**src/hw/itc_consts.svh**
```systemverilog
`ifndef ITC_CONSTS_SVH
`define ITC_CONSTS_SVH

// ==========================================================
// Dataway function codes
`define ITC_F_READ 5'h00
`define ITC_F_TEST_LAM 5'h08
`define ITC_F_CLR_TIME 5'h09
`define ITC_F_CLR_LAM 5'h0a
`define ITC_F_WRITE 5'h10
`define ITC_F_STOP 5'h18

// ==========================================================
// Dataway sub-addresses
`define ITC_A_TIME_LO 4'h0
`define ITC_A_TIME_HI 4'h1
`define ITC_A_INTERVAL 4'h2

// ==========================================================
// Interval preset limits and rate selector codes
`define ITC_PRESET_MIN 24'h000001
`define ITC_PRESET_MAX 24'h000063
`define ITC_RATE_1S 2'h0
`define ITC_RATE_10S 2'h1
`define ITC_RATE_1M 2'h2
`define ITC_RATE_1H 2'h3

// ==========================================================
// Time base: mains cycles per tenth of a second
`define ITC_LINE50_PER_TENTH 3'h5
`define ITC_LINE60_PER_TENTH 3'h6

// ==========================================================
// Counter stage moduli
`define ITC_MOD_TENTH 10
`define ITC_MOD_SEC 60
`define ITC_MOD_MIN 60
`define ITC_MOD_HOUR 24
`define ITC_MOD_DAY 1000

`endif

```
**src/hw/itc_pkg.sv**
```systemverilog
package itc_pkg;

    // ==========================================================
    // Register state of the clock module; the time-of-day digit stages keep their own
    typedef struct packed {
        logic [2:0] line_sy;   // Mains pulse synchroniser
        logic [2:0] ext_sy;    // External pulse synchroniser
        logic [2:0] n_sy;      // Station select synchroniser
        logic [2:0] s1_sy;     // Strobe synchroniser
        logic line_lv;
        logic ext_lv;
        logic n_lv;
        logic s1_lv;
        logic [2:0] line_cnt;  // Mains cycles within the tenth
        logic run;             // Interval count in progress
        logic [6:0] ivl;       // Interval remaining
        logic lam;             // Look-at-me request
        logic [23:0] rd;       // Read data on the Dataway
        logic q;
        logic x;
    } itc_state_t;

endpackage

```
**src/hw/itc_digit.sv**
```systemverilog
`timescale 1ns/1ps

module itc_digit #(
    parameter int MODULUS = 10,
    parameter int WIDTH = 4
) (
    input wire logic clk,               // System clock
    input wire logic reset_n,           // Asynchronous reset
    input wire logic clr,               // Synchronous clear
    input wire logic inc,               // Advance by one
    output logic [WIDTH-1:0] value,     // Current count
    output logic carry                  // Wrap pulse into next stage
);
    typedef struct packed {
        logic [WIDTH-1:0] cnt;
    } itc_digit_state_t;

    itc_digit_state_t state_ff;
    itc_digit_state_t nxt_state;

    localparam logic [WIDTH-1:0] LAST = WIDTH'(MODULUS - 1);

    // ==========================================================
    // Wrap at the modulus, carry is combinational
    assign carry = inc && (state_ff.cnt == LAST);
    assign value = state_ff.cnt;

    always_comb begin
        nxt_state = state_ff;
        if (clr) begin
            nxt_state.cnt = '0;
        end else if (carry) begin
            nxt_state.cnt = '0;
        end else if (inc) begin
            nxt_state.cnt = state_ff.cnt + WIDTH'(1);
        end
    end

    always_ff @(posedge clk or negedge reset_n) begin
        if (!reset_n) begin
            state_ff <= '0;
        end else begin
            state_ff <= nxt_state;
        end
    end
endmodule

```
**src/hw/itc_clock.sv**
```systemverilog
`timescale 1ns/1ps
`include "itc_consts.svh"

// Notes on behaviour
// Time counts tenths through seconds, minutes, hours, days
// Time base from mains or external pulses
// Mains timing correct at 50 or 60 Hz
// Interval counter preset from 1 to 99
// Interval decrements at panel-selected main counter tap
// Preset and rate span one second to 99 hours
// Interval end raises look-at-me request
// Gate enable output active during interval count
// Panel indicator lit while interval counting
// Look-at-me held until controller clears it
// Commands act only during addressed Dataway cycle
module itc_clock import itc_pkg::*; (
    input wire logic clk,               // 100 MHz system clock
    input wire logic reset_n,           // Asynchronous reset, active low
    input wire logic line_in,           // Mains frequency square wave
    input wire logic ext_pulse,         // External time base pulse
    input wire logic src_ext,           // Panel: 1 selects external pulses
    input wire logic freq_60,           // Panel: 1 for 60 Hz mains
    input wire logic [1:0] rate_sel,    // Panel: interval rate switch
    input wire logic dw_n,              // Station addressed
    input wire logic dw_s1,             // Dataway strobe S1
    input wire logic [4:0] dw_f,        // Function code
    input wire logic [3:0] dw_a,        // Sub-address
    input wire logic [23:0] dw_w,       // Write lines
    output logic [23:0] dw_r,           // Read lines
    output logic dw_q,                  // Q response
    output logic dw_x,                  // Command accepted
    output logic dw_l,                  // Look-at-me request
    output logic gate_en,               // Panel gate for scalers
    output logic led_on                 // Panel progress indicator
);
    itc_state_t state_ff;
    itc_state_t nxt_state;

    logic base_tick;
    logic line_rise;
    logic ext_rise;
    logic s1_rise;
    logic cmd;
    logic rate_tick;
    logic clr_time;
    logic [2:0] line_per;
    logic [3:0] tenth_v;
    logic [5:0] sec_v;
    logic [5:0] min_v;
    logic [4:0] hour_v;
    logic [9:0] day_v;
    logic tenth_c;
    logic sec_c;
    logic min_c;
    logic hour_c;
    logic ten_s_tick;
    logic preset_ok;

    // ==========================================================
    // Edge detection on filtered levels
    // Taken from registered state only, so no edge loops back through nxt_state
    assign line_rise = state_ff.line_sy[1] && state_ff.line_sy[2] && !state_ff.line_lv;
    assign ext_rise = state_ff.ext_sy[1] && state_ff.ext_sy[2] && !state_ff.ext_lv;
    assign s1_rise = state_ff.s1_sy[1] && state_ff.s1_sy[2] && !state_ff.s1_lv;
    // Only a strobe inside an addressed cycle is a command
    assign cmd = s1_rise && state_ff.n_lv;

    // Tenth-second tick from the chosen source
    assign line_per = freq_60 ? `ITC_LINE60_PER_TENTH : `ITC_LINE50_PER_TENTH;
    assign base_tick = src_ext ? ext_rise
                               : (line_rise && state_ff.line_cnt == line_per - 3'h1);

    assign clr_time = cmd && dw_f == `ITC_F_CLR_TIME && dw_a == `ITC_A_TIME_LO;

    // ==========================================================
    // Time-of-day chain
    itc_digit #(.MODULUS(`ITC_MOD_TENTH), .WIDTH(4)) u_tenth (
        .clk(clk), .reset_n(reset_n), .clr(clr_time), .inc(base_tick),
        .value(tenth_v), .carry(tenth_c)
    );
    itc_digit #(.MODULUS(`ITC_MOD_SEC), .WIDTH(6)) u_sec (
        .clk(clk), .reset_n(reset_n), .clr(clr_time), .inc(tenth_c),
        .value(sec_v), .carry(sec_c)
    );
    itc_digit #(.MODULUS(`ITC_MOD_MIN), .WIDTH(6)) u_min (
        .clk(clk), .reset_n(reset_n), .clr(clr_time), .inc(sec_c),
        .value(min_v), .carry(min_c)
    );
    itc_digit #(.MODULUS(`ITC_MOD_HOUR), .WIDTH(5)) u_hour (
        .clk(clk), .reset_n(reset_n), .clr(clr_time), .inc(min_c),
        .value(hour_v), .carry(hour_c)
    );
    itc_digit #(.MODULUS(`ITC_MOD_DAY), .WIDTH(10)) u_day (
        .clk(clk), .reset_n(reset_n), .clr(clr_time), .inc(hour_c),
        .value(day_v), .carry()
    );

    // ==========================================================
    // Interval rate tap; 1 s x 1 up to 1 h x 99 covers the span
    assign ten_s_tick = sec_c || (tenth_c && (sec_v % 6'd10) == 6'd9);
    always_comb begin
        case (rate_sel)
            `ITC_RATE_1S: rate_tick = tenth_c;
            `ITC_RATE_10S: rate_tick = ten_s_tick;
            `ITC_RATE_1M: rate_tick = sec_c;
            default: rate_tick = min_c;
        endcase
    end

    assign preset_ok = dw_w >= `ITC_PRESET_MIN && dw_w <= `ITC_PRESET_MAX;

    // ==========================================================
    // Next-state logic
    always_comb begin
        nxt_state = state_ff;
        // Three-stage synchronisers, level taken when stages 2 and 3 agree
        nxt_state.line_sy = {state_ff.line_sy[1:0], line_in};
        nxt_state.ext_sy = {state_ff.ext_sy[1:0], ext_pulse};
        nxt_state.n_sy = {state_ff.n_sy[1:0], dw_n};
        nxt_state.s1_sy = {state_ff.s1_sy[1:0], dw_s1};
        if (state_ff.line_sy[1] == state_ff.line_sy[2]) begin
            nxt_state.line_lv = state_ff.line_sy[2];
        end
        if (state_ff.ext_sy[1] == state_ff.ext_sy[2]) begin
            nxt_state.ext_lv = state_ff.ext_sy[2];
        end
        if (state_ff.n_sy[1] == state_ff.n_sy[2]) begin
            nxt_state.n_lv = state_ff.n_sy[2];
        end
        if (state_ff.s1_sy[1] == state_ff.s1_sy[2]) begin
            nxt_state.s1_lv = state_ff.s1_sy[2];
        end

        // Mains cycle divider; restarts in external mode
        if (src_ext) begin
            nxt_state.line_cnt = 3'h0;
        end else if (line_rise) begin
            if (state_ff.line_cnt >= line_per - 3'h1) begin
                nxt_state.line_cnt = 3'h0;
            end else begin
                nxt_state.line_cnt = state_ff.line_cnt + 3'h1;
            end
        end

        // Interval count-down; end of period raises the request
        if (state_ff.run && rate_tick) begin
            if (state_ff.ivl <= 7'h01) begin
                nxt_state.ivl = 7'h00;
                nxt_state.run = 1'b0;
            end else begin
                nxt_state.ivl = state_ff.ivl - 7'h01;
            end
        end

        // Responses fall away when the station is released
        if (!state_ff.n_lv) begin
            nxt_state.rd = 24'h000000;
            nxt_state.q = 1'b0;
            nxt_state.x = 1'b0;
        end

        // Dataway commands, acted on once per strobe
        if (cmd) begin
            nxt_state.x = 1'b1;
            nxt_state.q = 1'b1;
            nxt_state.rd = 24'h000000;
            if (dw_f == `ITC_F_READ && dw_a == `ITC_A_TIME_LO) begin
                nxt_state.rd = {8'h00, min_v, sec_v, tenth_v};
            end else if (dw_f == `ITC_F_READ && dw_a == `ITC_A_TIME_HI) begin
                nxt_state.rd = {9'h000, day_v, hour_v};
            end else if (dw_f == `ITC_F_READ && dw_a == `ITC_A_INTERVAL) begin
                nxt_state.rd = {16'h0000, state_ff.run, state_ff.ivl};
            end else if (dw_f == `ITC_F_TEST_LAM) begin
                nxt_state.q = state_ff.lam;
            end else if (clr_time || dw_f == `ITC_F_CLR_LAM) begin
                nxt_state.q = 1'b1;
            end else if (dw_f == `ITC_F_WRITE && dw_a == `ITC_A_INTERVAL) begin
                // Out-of-range preset is refused with Q low
                nxt_state.q = preset_ok;
                if (preset_ok) begin
                    nxt_state.ivl = dw_w[6:0];
                    nxt_state.run = 1'b1;
                end
            end else if (dw_f == `ITC_F_STOP) begin
                nxt_state.run = 1'b0;
            end else begin
                nxt_state.x = 1'b0;
                nxt_state.q = 1'b0;
            end
        end

        // Sticky request; an interval end in the clearing cycle still wins
        if (cmd && dw_f == `ITC_F_CLR_LAM) begin
            nxt_state.lam = 1'b0;
        end
        if (state_ff.run && rate_tick && state_ff.ivl <= 7'h01) begin
            nxt_state.lam = 1'b1;
        end
    end

    always_ff @(posedge clk or negedge reset_n) begin
        if (!reset_n) begin
            state_ff <= '0;
        end else begin
            state_ff <= nxt_state;
        end
    end

    // ==========================================================
    // Outputs, all from flip-flops
    assign dw_r = state_ff.rd;
    assign dw_q = state_ff.q;
    assign dw_x = state_ff.x;
    assign dw_l = state_ff.lam;
    assign gate_en = state_ff.run;
    assign led_on = state_ff.run;
endmodule

```
**config.mk**
```make
export PLATFORM = sky130hd
export DESIGN_NAME = itc_clock
export DESIGN_NICKNAME = d
export VERILOG_FILES = /design/src/hw/itc_pkg.sv /design/src/hw/itc_digit.sv /design/src/hw/itc_clock.sv
export VERILOG_INCLUDE_DIRS = /design/src /design/src/hw
export SDC_FILE = /design/constraint.sdc
export NUM_CORES = 1
export LEC_CHECK = 0
export BUFFER_PORTS_ARGS = -buffer_cell sky130_fd_sc_hd__buf_2
export CORE_MARGIN = 5
export CORE_UTILIZATION = 45
export CTS_CLUSTER_SIZE = 8
export DETAILED_ROUTE_END_ITERATION = 8
export GPL_ROUTABILITY_DRIVEN = 1
export HOLD_SLACK_MARGIN = 0.15
export PLACE_DENSITY_LB_ADDON = 0.1
export RECOVER_POWER = 25
export SYNTH_ARGS = -nofsm -noshare
export SYNTH_HDL_FRONTEND = slang
export SYNTH_SLANG_ARGS = --single-unit
```
**constraint.sdc**
```tcl
create_clock -name clk -period 3.1 [get_ports clk]
set_clock_uncertainty 0.15 [all_clocks]
set_input_delay 0.62 -clock clk [delete_from_list [all_inputs] [get_ports clk]]
set_output_delay 0.62 -clock clk [all_outputs]
set_load 0.03 [all_outputs]
```
======== Word-level counts from Yosys, hierarchy flattened ========
Cells that the tools add are included.
Widths: inputs -> output; s select.
cells by class
  add/subtract/negate cells ............... 8
  divide/modulo/power cells ............... 1
  $lt $le $gt $ge ......................... 4
  equality and inequality tests ........... 21
  muxes and demuxes ....................... 51
  reduce and logical (&&, ||, !) cells .... 39
operators with widths
  operator               count
  $mux 8                 9
  $mux 26                2
  $mux 6                 6
  $mux 10                3
  $ge 24x1->1 const B    1
  $le 24x7->1 const B    1
  $logic_and 1x1->1      24
  $mux 24                1
  $eq 5x4->1 const B     3
  $eq 5x5->1 const B     3
  $mux 15                1
  $mux 5                 3
  $reduce_bool 3->1      5
  $mux 7                 2
  $add 6x1->6 const B    2
  $eq 6x6->1 const B     2
  $mux 1                 12
  $mux 4                 3
  $add 10x1->10 const B  1
  $eq 10x10->1 const B   1
  $mux 2                 5
  $mux 3                 3
  $le 7x1->1 const B     1
  $sub 7x1->7 const B    1
  other kinds (22)       29
storage, ports and cells
  register bits after elaboration ......... 85
  input bits .............................. 43
  logic and storage cells ................. 144

======== Depth between registers and ports, before layout ========
Gate-level depths: netlist of the first run.
  depth in word-level cells ............... 19
  gate-level depth with buffers ........... 10

======== By module ========
From an unflattened synthesis of the first run, not the netlist that was laid out.
unflattened totals
  cells, all modules ...................... 432
  area, all modules ....................... 4,242.8 µm²
modules (own cells, without submodules)
  module                 times used  cells each  area an instance (µm²)
  itc_clock              1           256         2,529.9
  itc_digit (u_min ...)  2           35          336.6
  itc_digit (u_day)      1           56          555.5
  itc_digit (u_hour)     1           24          242.7
  itc_digit (u_tenth)    1           26          241.5

======== Worst setup path before layout of the first run ========
Ideal clock, no wire load.
  kind .................................... input port to flip-flop
  start ................................... in freq_60
  end ..................................... reg state_ff[29] (netlist name)
  setup time .............................. 0.082 ns
  arrival ................................. 2.515 ns
  slack ................................... 0.353 ns
  cell stages on the path ................. 7
  path buffers ............................ 0
  cells stage by stage .................... ha_1 -> nor4bb_1 -> a32oi_1 -> a311oi_4 -> nand3_4 -> or4_1 -> a31oi_1
RTL lines
  what                  line              RTL
  from (decl)           itc_clock.sv:22   input wire logic freq_60,
  to (signal assigned)  itc_clock.sv:205  state_ff <= nxt_state;
  to (decl)             itc_clock.sv:36   itc_state_t state_ff;

==> results of run 1 <==
[layout make-up]
cell class	instances	area [sq um]	share of cell area (%)
Clock buffer	9	124	2.52
Clock inverter	7	123	2.50
Inverter	14	52.6	1.07
Multi-Input combinational cell	328	2080	42.3
Sequential cell	77	1930	39.3
Tap cell	129	161	3.29
Timing Repair Buffer	80	443	9.03
[Yosys cell counts (2+ instances only)]
cell type                   instances  area share (%)
sky130_fd_sc_hd__mux2_2             5             1.3
sky130_fd_sc_hd__or3_1              5            0.73
sky130_fd_sc_hd__xor2_1             5             1.0
sky130_fd_sc_hd__a32o_1             3            0.71
sky130_fd_sc_hd__o31ai_1            5            0.88
sky130_fd_sc_hd__mux2i_1            6             1.4
sky130_fd_sc_hd__nor3b_1            2            0.35
sky130_fd_sc_hd__nand3b_1           3            0.53
sky130_fd_sc_hd__nand4_1            8             1.2
sky130_fd_sc_hd__xnor2_1           10             2.1
sky130_fd_sc_hd__a32oi_1            2            0.41
sky130_fd_sc_hd__buf_4             25             4.4
sky130_fd_sc_hd__or4_1              3            0.53
sky130_fd_sc_hd__nor3_1            16             1.9
sky130_fd_sc_hd__o22ai_1            5            0.73
sky130_fd_sc_hd__nor2b_1            5            0.73
sky130_fd_sc_hd__o2111ai_1          2            0.41
sky130_fd_sc_hd__nand2b_1           8             1.2
sky130_fd_sc_hd__ha_1              15             4.4
sky130_fd_sc_hd__and2_1             2            0.29
sky130_fd_sc_hd__a22oi_1            9             1.6
sky130_fd_sc_hd__and3_1             6            0.88
sky130_fd_sc_hd__a21oi_1           21             2.5
sky130_fd_sc_hd__inv_1             14             1.2
sky130_fd_sc_hd__o21ai_0           28             3.3
sky130_fd_sc_hd__dfrtp_1           77              45
sky130_fd_sc_hd__nor2_1            47             4.1
sky130_fd_sc_hd__nor4_1             9             1.3
sky130_fd_sc_hd__nand2_1           41             3.6
sky130_fd_sc_hd__clkbuf_1          11            0.97
sky130_fd_sc_hd__nand3_1           16             1.9
[timing repair]
action | CTS | global route
setup buffers | 0 | 0
resized for setup | 0 | 0
endpoints found under the setup margin | 0 | 1
[worst max-delay path, delay by kind of cell (launching register included)]
family | cells | cell delay (ns)
and+or+nand+nor | 3 | 0.96
AOI/OAI and AO/OA | 3 | 0.86
DFF | 1 | 0.41
adders and majority gates | 1 | 0.28
buffers and inverters | 1 | 0.06
[sequential cells by signal, indices dropped and copies added, names as in the netlist]
register / count
dw_q: 1
state_ff: 18
dw_x: 1
u_sec.value: 6
dw_r: 16
gate_en: 1
u_day.value: 10
nxt_state: 8
u_hour.value: 5
dw_l: 1
u_min.value: 6
u_tenth.value: 4
[power by group through the flow]
stage	sequential (mW)	combinational [mW]	clock, mW
6_report	1.08	0.179	0.933
3_5_place_dp	1.10	0.181	0
3_3_place_gp	1.10	0.178	0
5_1_grt	1.09	0.205	0.992
4_1_cts	1.08	0.182	0.957
2_1_floorplan	1.09	0.106	0
[how the worst max path moves through the flow]
stage / endpoint / slack [ns] / cells after the start
after global routing: u_day.value[9] / 0.08 / 9
after CTS: u_day.value[9] / 0.27 / 9
final: state_ff[29] / 0.31 / 8
after detailed placement: u_day.value[9] / 0.04 / 9
after floorplan: state_ff[29] / 0.35 / 7
after global placement: u_day.value[7] / 0.05 / 9
[logic make-up after synthesis]
family / after synthesis / synth area share (%)
mux: 11 / 2.73
xor+xnor: 15 / 3.09
fa+ha+maj: 16 / 4.64
other cells: 1 / 0.0881
buf+inv: 51 / 6.73
simple gates: 187 / 23.4
flops: 77 / 45.3
compound gates: 91 / 14.1
[metal layers]
metal,part of all wire [%],wire (um)
met1,47,4800
met2,47,4790
met4,2.1,214
met3,4.6,471
met5,0,0
[metrics by stage]
stage               instances  setup WS [ns]  utilization, %  hold WS, ns
floorplan                 456          0.353               -        0.174
global placement          628         0.0515            50.5        0.184
detailed placement        628         0.0426            50.5        0.186
CTS                       644          0.267            53.1        0.195
global route              644         0.0808            53.1        0.198
finish                    644          0.309            53.1        0.202
==> metrics.txt, run 1 <==
# TYPE chip_impl_metric gauge
chip_impl_info{name="status",value="finished with violations"} 1
chip_impl_info{name="failing_checks",value="max-capacitance violations, max-slew violations"} 1
chip_impl_metric{name="grt_max_degree",unit=""} 78
chip_impl_info{name="layout_commonest_cell",value="sky130_fd_sc_hd__dfrtp_1"} 1
chip_impl_metric{name="cts.hold.buffers_added",unit=""} 0
chip_impl_metric{name="grt_overflow",unit=""} 0
chip_impl_metric{name="number_of_nets_in_the_layout",unit=""} 568
chip_impl_metric{name="detailedPlacementHpwl",unit="um"} 7700
chip_impl_metric{name="synthArstFlopShare",unit="%"} 100
chip_impl_info{name="ctsRootBufferMaster",value="sky130_fd_sc_hd__clkbuf_8"} 1
chip_impl_info{name="cts_tree",value="yes"} 1
chip_impl_metric{name="port_buf_inserts",unit=""} 63
chip_impl_info{name="layout_common_cells",value="77 x sky130_fd_sc_hd__dfrtp_1, 62 x sky130_fd_sc_hd__buf_2, 47 x sky130_fd_sc_hd__nor2_1"} 1
chip_impl_metric{name="track_usage",unit="%"} 18.9
chip_impl_metric{name="synth-edff-count",unit=""} 0
chip_impl_metric{name="worst_pin_slew",unit="ns"} 1.91
chip_impl_metric{name="synthesis.area",unit="sq mm"} 0.00426
chip_impl_info{name="unrepaired_setup_endpoints_after_global_routing",value="no"} 1
chip_impl_metric{name="drv_slew",unit=""} 78
chip_impl_metric{name="crit_path_max_incr_delay",unit="ns"} 0.49
chip_impl_metric{name="die_area",unit="sq mm"} 0.0115
chip_impl_metric{name="post_synth_num_cell_types",unit=""} 66
chip_impl_metric{name="vdd_drop_max",unit="uV"} 188
chip_impl_metric{name="finalSetupViolCount",unit=""} 0
chip_impl_metric{name="pwr-share-comb",unit="%"} 8.2
chip_impl_metric{name="share_clk_of_total_power",unit="%"} 42.5
chip_impl_metric{name="seqPwrFrac",unit="%"} 49.3
chip_impl_metric{name="synthesized_area_per_cell",unit="sq um"} 9.48
chip_impl_info{name="hp-start",value="nxt_state[43]"} 1
chip_impl_metric{name="die-width",unit="um"} 107
chip_impl_metric{name="syn2layout_area_growth",unit="%"} 15.3
chip_impl_metric{name="floorplan.core_area",unit="sq mm"} 0.00924
chip_impl_metric{name="critical_path_required",unit="ns"} 3.25
chip_impl_metric{name="drt-vias-per-instance",unit=""} 5.44
chip_impl_metric{name="placement_rows",unit=""} 35
chip_impl_metric{name="totalWireLength",unit="um"} 10300
chip_impl_metric{name="io_pins",unit=""} 72
chip_impl_metric{name="globalRouteMet3Util",unit="%"} 3.30
chip_impl_metric{name="drive_gt1_share",unit="%"} 21.9
chip_impl_metric{name="routed-via-count",unit=""} 3503
chip_impl_info{name="holdCritPathClass",value="reg -> reg"} 1
chip_impl_metric{name="total_number_of_h_tree_levels",unit=""} 3
chip_impl_metric{name="critical_path_arrival",unit="ns"} 2.94
chip_impl_metric{name="dr.first_iter.drc_count",unit=""} 152
chip_impl_metric{name="drt.antenna.violating_nets",unit=""} 0
chip_impl_metric{name="finalHoldViolations",unit=""} 0
chip_impl_metric{name="hold-path-cell-count",unit=""} 0
chip_impl_metric{name="final_min_period_over_clock_period",unit="%"} 90.0
chip_impl_metric{name="clk_latency",unit="ns"} 0.37
chip_impl_metric{name="max_freq",unit="MHz"} 358
chip_impl_metric{name="cellLeakagePower",unit="nW"} 2.28
chip_impl_metric{name="max-clock-path-buffers",unit=""} 2
chip_impl_metric{name="synth-warning-count",unit=""} 0
chip_impl_metric{name="worst-path-max-fanout",unit=""} 7
chip_impl_metric{name="syn-instance-count",unit=""} 449
chip_impl_metric{name="detail_route.drc_violations",unit=""} 0
chip_impl_metric{name="yosysSeqAreaShare",unit="%"} 45.3
chip_impl_info{name="synth_flop_cell",value="sky130_fd_sc_hd__dfrtp_1"} 1
chip_impl_metric{name="gp_congestion",unit=""} 0.824
chip_impl_info{name="cp-startpoint",value="state_ff[35]"} 1
chip_impl_info{name="critical_path_class",value="reg -> reg"} 1
chip_impl_metric{name="numClockSinks",unit=""} 77
chip_impl_info{name="setup.worst_path.end_class",value="flop"} 1
chip_impl_metric{name="total_power_draw",unit="mW"} 2.19
chip_impl_metric{name="average_routed_wire_per_standard_cell",unit="um"} 16.0
chip_impl_metric{name="slew_headroom",unit="%"} -27.3
chip_impl_metric{name="fin_crit",unit="ns"} 2.79
chip_impl_info{name="worst_r2r_startpoint",value="state_ff[35]"} 1
chip_impl_metric{name="gr-usage-met2",unit="%"} 30.6
chip_impl_metric{name="power.switching_fraction",unit="%"} 24.8
chip_impl_metric{name="finalSetupTns",unit="ns"} 0
chip_impl_metric{name="internal_power",unit="mW"} 1.65
chip_impl_info{name="grt_most_used_layer",value="met2"} 1
chip_impl_metric{name="cellPowerDensity",unit="mW/mm^2"} 447
chip_impl_metric{name="met1_track_usage_gr",unit="%"} 25.1
chip_impl_metric{name="antenna-diode-count",unit=""} 0
chip_impl_info{name="worst_setup_sp_type",value="flop"} 1
chip_impl_metric{name="firstDrtPassIters",unit=""} 4
chip_impl_info{name="crit-reg2reg-capture",value="state_ff[29]"} 1
chip_impl_metric{name="cts_made_buffers",unit=""} 9
chip_impl_metric{name="grt_antenna_before_repair",unit=""} 0
chip_impl_metric{name="grt_pass1_wl",unit="um"} 17200
chip_impl_metric{name="floorplan.die.height",unit="um"} 107
chip_impl_metric{name="fillCellCount",unit=""} 859
chip_impl_info{name="crit_path_cell_trace",value="inv_1, ha_1, nor4bb_1, a32oi_1, a311oi_4, nand3_4, or4_1, a31oi_1"} 1
chip_impl_info{name="timing.hold.worst_endpoint",value="nxt_state[44]"} 1
chip_impl_metric{name="synth-seq-cells",unit=""} 77
chip_impl_metric{name="clkSlewWorstSetupHoldPaths",unit="ns"} 0.09
chip_impl_metric{name="switching_power",unit="mW"} 0.544
chip_impl_info{name="critical_path.slowest_cell",value="sky130_fd_sc_hd__or4_1"} 1
chip_impl_metric{name="ff2ff_setup_slack",unit="ns"} 0.31
chip_impl_metric{name="placed_cell_area",unit="sq mm"} 0.00466
chip_impl_metric{name="layout.cell_area.non_filler",unit="sq mm"} 0.00491
chip_impl_metric{name="vias_in_the_first_global_route",unit=""} 3499
chip_impl_metric{name="max_cap_violations",unit=""} 1
chip_impl_metric{name="initial_utilization",unit="%"} 46.1
chip_impl_metric{name="r2r_cells",unit=""} 8
No activity file was read; power rests on OpenSTA's default activity.
==> run 2, diff against run 1 <==
Settings changed: SETUP_SLACK_MARGIN from default to 0.4.
Clock period 3.1 ns to 3.6 ns, I/O delays scaled along.
==> metrics.txt, run 2 (synthesis results as in run 1) <==
# TYPE chip_impl_metric gauge
chip_impl_info{name="layout_common_cells",value="77 x sky130_fd_sc_hd__dfrtp_1, 62 x sky130_fd_sc_hd__buf_2, 47 x sky130_fd_sc_hd__nor2_1"} 1
chip_impl_metric{name="drive_gt1_share",unit="%"} 21.0
chip_impl_metric{name="total_number_of_h_tree_levels",unit=""} 3
chip_impl_metric{name="grt_overflow",unit=""} 0
chip_impl_metric{name="gp_congestion",unit=""} 0.811
chip_impl_metric{name="clkSlewWorstSetupHoldPaths",unit="ns"} 0.10
chip_impl_metric{name="cts.hold.buffers_added",unit=""} 0
chip_impl_info{name="crit_path_cell_trace",value="inv_1, ha_1, o311ai_1, nand4b_1, o221ai_1, nand3_4, or4_1, a31oi_1"} 1
chip_impl_metric{name="routed-via-count",unit=""} 3507
chip_impl_metric{name="syn2layout_area_growth",unit="%"} 13.3
chip_impl_metric{name="finish.cell_count_without_fillers",unit=""} 638
chip_impl_metric{name="cts_made_buffers",unit=""} 9
chip_impl_metric{name="grt_pass1_wl",unit="um"} 16900
chip_impl_info{name="largest_register",value="state_ff"} 1
chip_impl_metric{name="worst-path-max-fanout",unit=""} 7
chip_impl_info{name="status",value="finished with violations"} 1
chip_impl_metric{name="final_min_period_over_clock_period",unit="%"} 79.3
chip_impl_info{name="unrepaired_setup_endpoints_after_global_routing",value="no"} 1
chip_impl_metric{name="place_inst",unit=""} 622
chip_impl_info{name="holdCritPathClass",value="reg -> reg"} 1
chip_impl_metric{name="drt.antenna.violating_nets",unit=""} 0
chip_impl_metric{name="detailedPlacementHpwl",unit="um"} 7710
chip_impl_metric{name="numClockSinks",unit=""} 77
chip_impl_metric{name="floorplan.core_area",unit="sq mm"} 0.00924
chip_impl_metric{name="detail_route.drc_violations",unit=""} 0
chip_impl_metric{name="pwr-share-comb",unit="%"} 8.6
chip_impl_metric{name="critical_path_arrival",unit="ns"} 2.99
chip_impl_metric{name="placement_rows",unit=""} 35
chip_impl_metric{name="seqPwrFrac",unit="%"} 51.9
chip_impl_metric{name="vdd_drop_max",unit="uV"} 182
chip_impl_metric{name="max_cap_violations",unit=""} 1
chip_impl_metric{name="finalHoldViolations",unit=""} 0
chip_impl_info{name="failing_checks",value="max-capacitance violations, max-slew violations"} 1
chip_impl_metric{name="floorplan.die.height",unit="um"} 107
chip_impl_metric{name="max-clock-path-buffers",unit=""} 2
chip_impl_metric{name="io_pins",unit=""} 72
chip_impl_metric{name="vias_in_the_first_global_route",unit=""} 3415
chip_impl_metric{name="number_of_nets_in_the_layout",unit=""} 562
chip_impl_metric{name="drv_slew",unit=""} 78
chip_impl_metric{name="critical_path.n_buffers_inverters",unit=""} 1
chip_impl_info{name="critical_path.slowest_cell",value="sky130_fd_sc_hd__o221ai_1"} 1
chip_impl_metric{name="firstDrtPassIters",unit=""} 4
chip_impl_metric{name="ff2ff_setup_slack",unit="ns"} 0.74
chip_impl_metric{name="cellLeakagePower",unit="nW"} 2.25
chip_impl_info{name="hp-start",value="nxt_state[49]"} 1
chip_impl_info{name="ctsRootBufferMaster",value="sky130_fd_sc_hd__clkbuf_8"} 1
chip_impl_info{name="cts_tree",value="yes"} 1
chip_impl_metric{name="drt-vias-per-instance",unit=""} 5.50
chip_impl_metric{name="power.switching_fraction",unit="%"} 27.8
chip_impl_metric{name="internal_power",unit="mW"} 1.29
chip_impl_metric{name="slew_headroom",unit="%"} -29.0
chip_impl_metric{name="worst_pin_slew",unit="ns"} 1.94
chip_impl_metric{name="switching_power",unit="mW"} 0.498
chip_impl_metric{name="track_usage",unit="%"} 18.4
chip_impl_metric{name="crit_path_max_incr_delay",unit="ns"} 0.58
chip_impl_metric{name="critical_path_required",unit="ns"} 3.74
chip_impl_info{name="timing.critical_path.max_delay_family",value="compound AO/OA/AOI/OAI gates"} 1
chip_impl_info{name="critical_path_class",value="reg -> reg"} 1
chip_impl_metric{name="largest_register_ff_count",unit=""} 18
chip_impl_info{name="crit-reg2reg-capture",value="state_ff[29]"} 1
chip_impl_metric{name="max_freq",unit="MHz"} 350
chip_impl_metric{name="totalWireLength",unit="um"} 10300
chip_impl_metric{name="grt_antenna_before_repair",unit=""} 0
chip_impl_metric{name="cellPowerDensity",unit="mW/mm^2"} 371
chip_impl_metric{name="ctsResizeCount",unit=""} 0
chip_impl_info{name="worst_r2r_startpoint",value="u_sec.value[0]"} 1
chip_impl_info{name="timing.hold.worst_endpoint",value="nxt_state[50]"} 1
chip_impl_metric{name="average_routed_wire_per_standard_cell",unit="um"} 16.1
chip_impl_info{name="worst_setup_sp_type",value="flop"} 1
chip_impl_metric{name="initial_utilization",unit="%"} 46.1
chip_impl_metric{name="die_area",unit="sq mm"} 0.0115
chip_impl_metric{name="r2r_cells",unit=""} 8
chip_impl_metric{name="finalSetupTns",unit="ns"} 0
chip_impl_metric{name="setup_fix_buffers_added_after_clock_tree_synthesis",unit=""} 0
chip_impl_metric{name="port_buf_inserts",unit=""} 63
chip_impl_info{name="setup.worst_path.end_class",value="flop"} 1
chip_impl_metric{name="hold-path-cell-count",unit=""} 0
chip_impl_metric{name="fin_crit",unit="ns"} 2.86
chip_impl_metric{name="dr.first_iter.drc_count",unit=""} 159
chip_impl_metric{name="share_clk_of_total_power",unit="%"} 39.6
chip_impl_info{name="layout_commonest_cell",value="sky130_fd_sc_hd__dfrtp_1"} 1
chip_impl_metric{name="antenna-diode-count",unit=""} 0
chip_impl_metric{name="finalSetupViolCount",unit=""} 0
chip_impl_metric{name="grt_max_degree",unit=""} 78
chip_impl_metric{name="die-width",unit="um"} 107
chip_impl_metric{name="clk_latency",unit="ns"} 0.36
[run 2: changes by cell type in the layout (fill, tap and decap cells not counted), sizes merged]
cell and delta:
buf -6, inv +5, bufinv -2, clkinvlp -2, clkinv -1
[run 2: worst max path at each step]
| stage | start | to | cells after the start |
|---|---|---|---|
| after global placement | freq_60 | u_day.value[3] | 9 |
| final | u_sec.value[0] | state_ff[29] | 8 |
| after detailed placement | freq_60 | u_day.value[3] | 9 |
| after CTS | state_ff[35] | u_day.value[3] | 9 |
| after floorplan | freq_60 | state_ff[29] | 7 |
| after global routing | state_ff[35] | u_day.value[3] | 9 |
[run 2: layer usage]
layer	vias to the layer above	GRT usage (%)	wire length, um
met5	-	0	0
li1	1704	-	-
met4	0	6.48	137
met3	13	3.42	528
met2	84	29.6	4820
met1	1706	25.0	4800
[run 2: cell type report]
cell class	instances	area, sq um
clock buffers	9	124
clock inverters	7	85.1
fillers	855	4420
inverters	14	52.6
multi-input cells	328	2080
flip-flops and latches	77	1930
well taps	129	161
repair buffers	74	398
[run 2: through the flow]
step           hold slack [ns]  power [mW]  util (%)  cell area [sq um]  setup WS (ns)
2_1_floorplan            0.181        1.03         -               4280          0.753
5_1_grt                  0.213        1.87      52.2               4820          0.579
3_3_place_gp             0.184        1.10      50.0               4620          0.470
6_report                 0.195        1.79      52.2               4820          0.745
4_1_cts                  0.199        1.81      52.2               4830          0.755
3_5_place_dp             0.186        1.10      50.0               4620          0.444
[run 2: power by group through the flow]
stage,combinational (mW),clock [mW],sequential (mW)
2_1_floorplan,0.0915,0,0.938
3_3_place_gp,0.151,0,0.945
3_5_place_dp,0.155,0,0.946
4_1_cts,0.156,0.724,0.929
5_1_grt,0.175,0.759,0.934
6_report,0.154,0.709,0.929
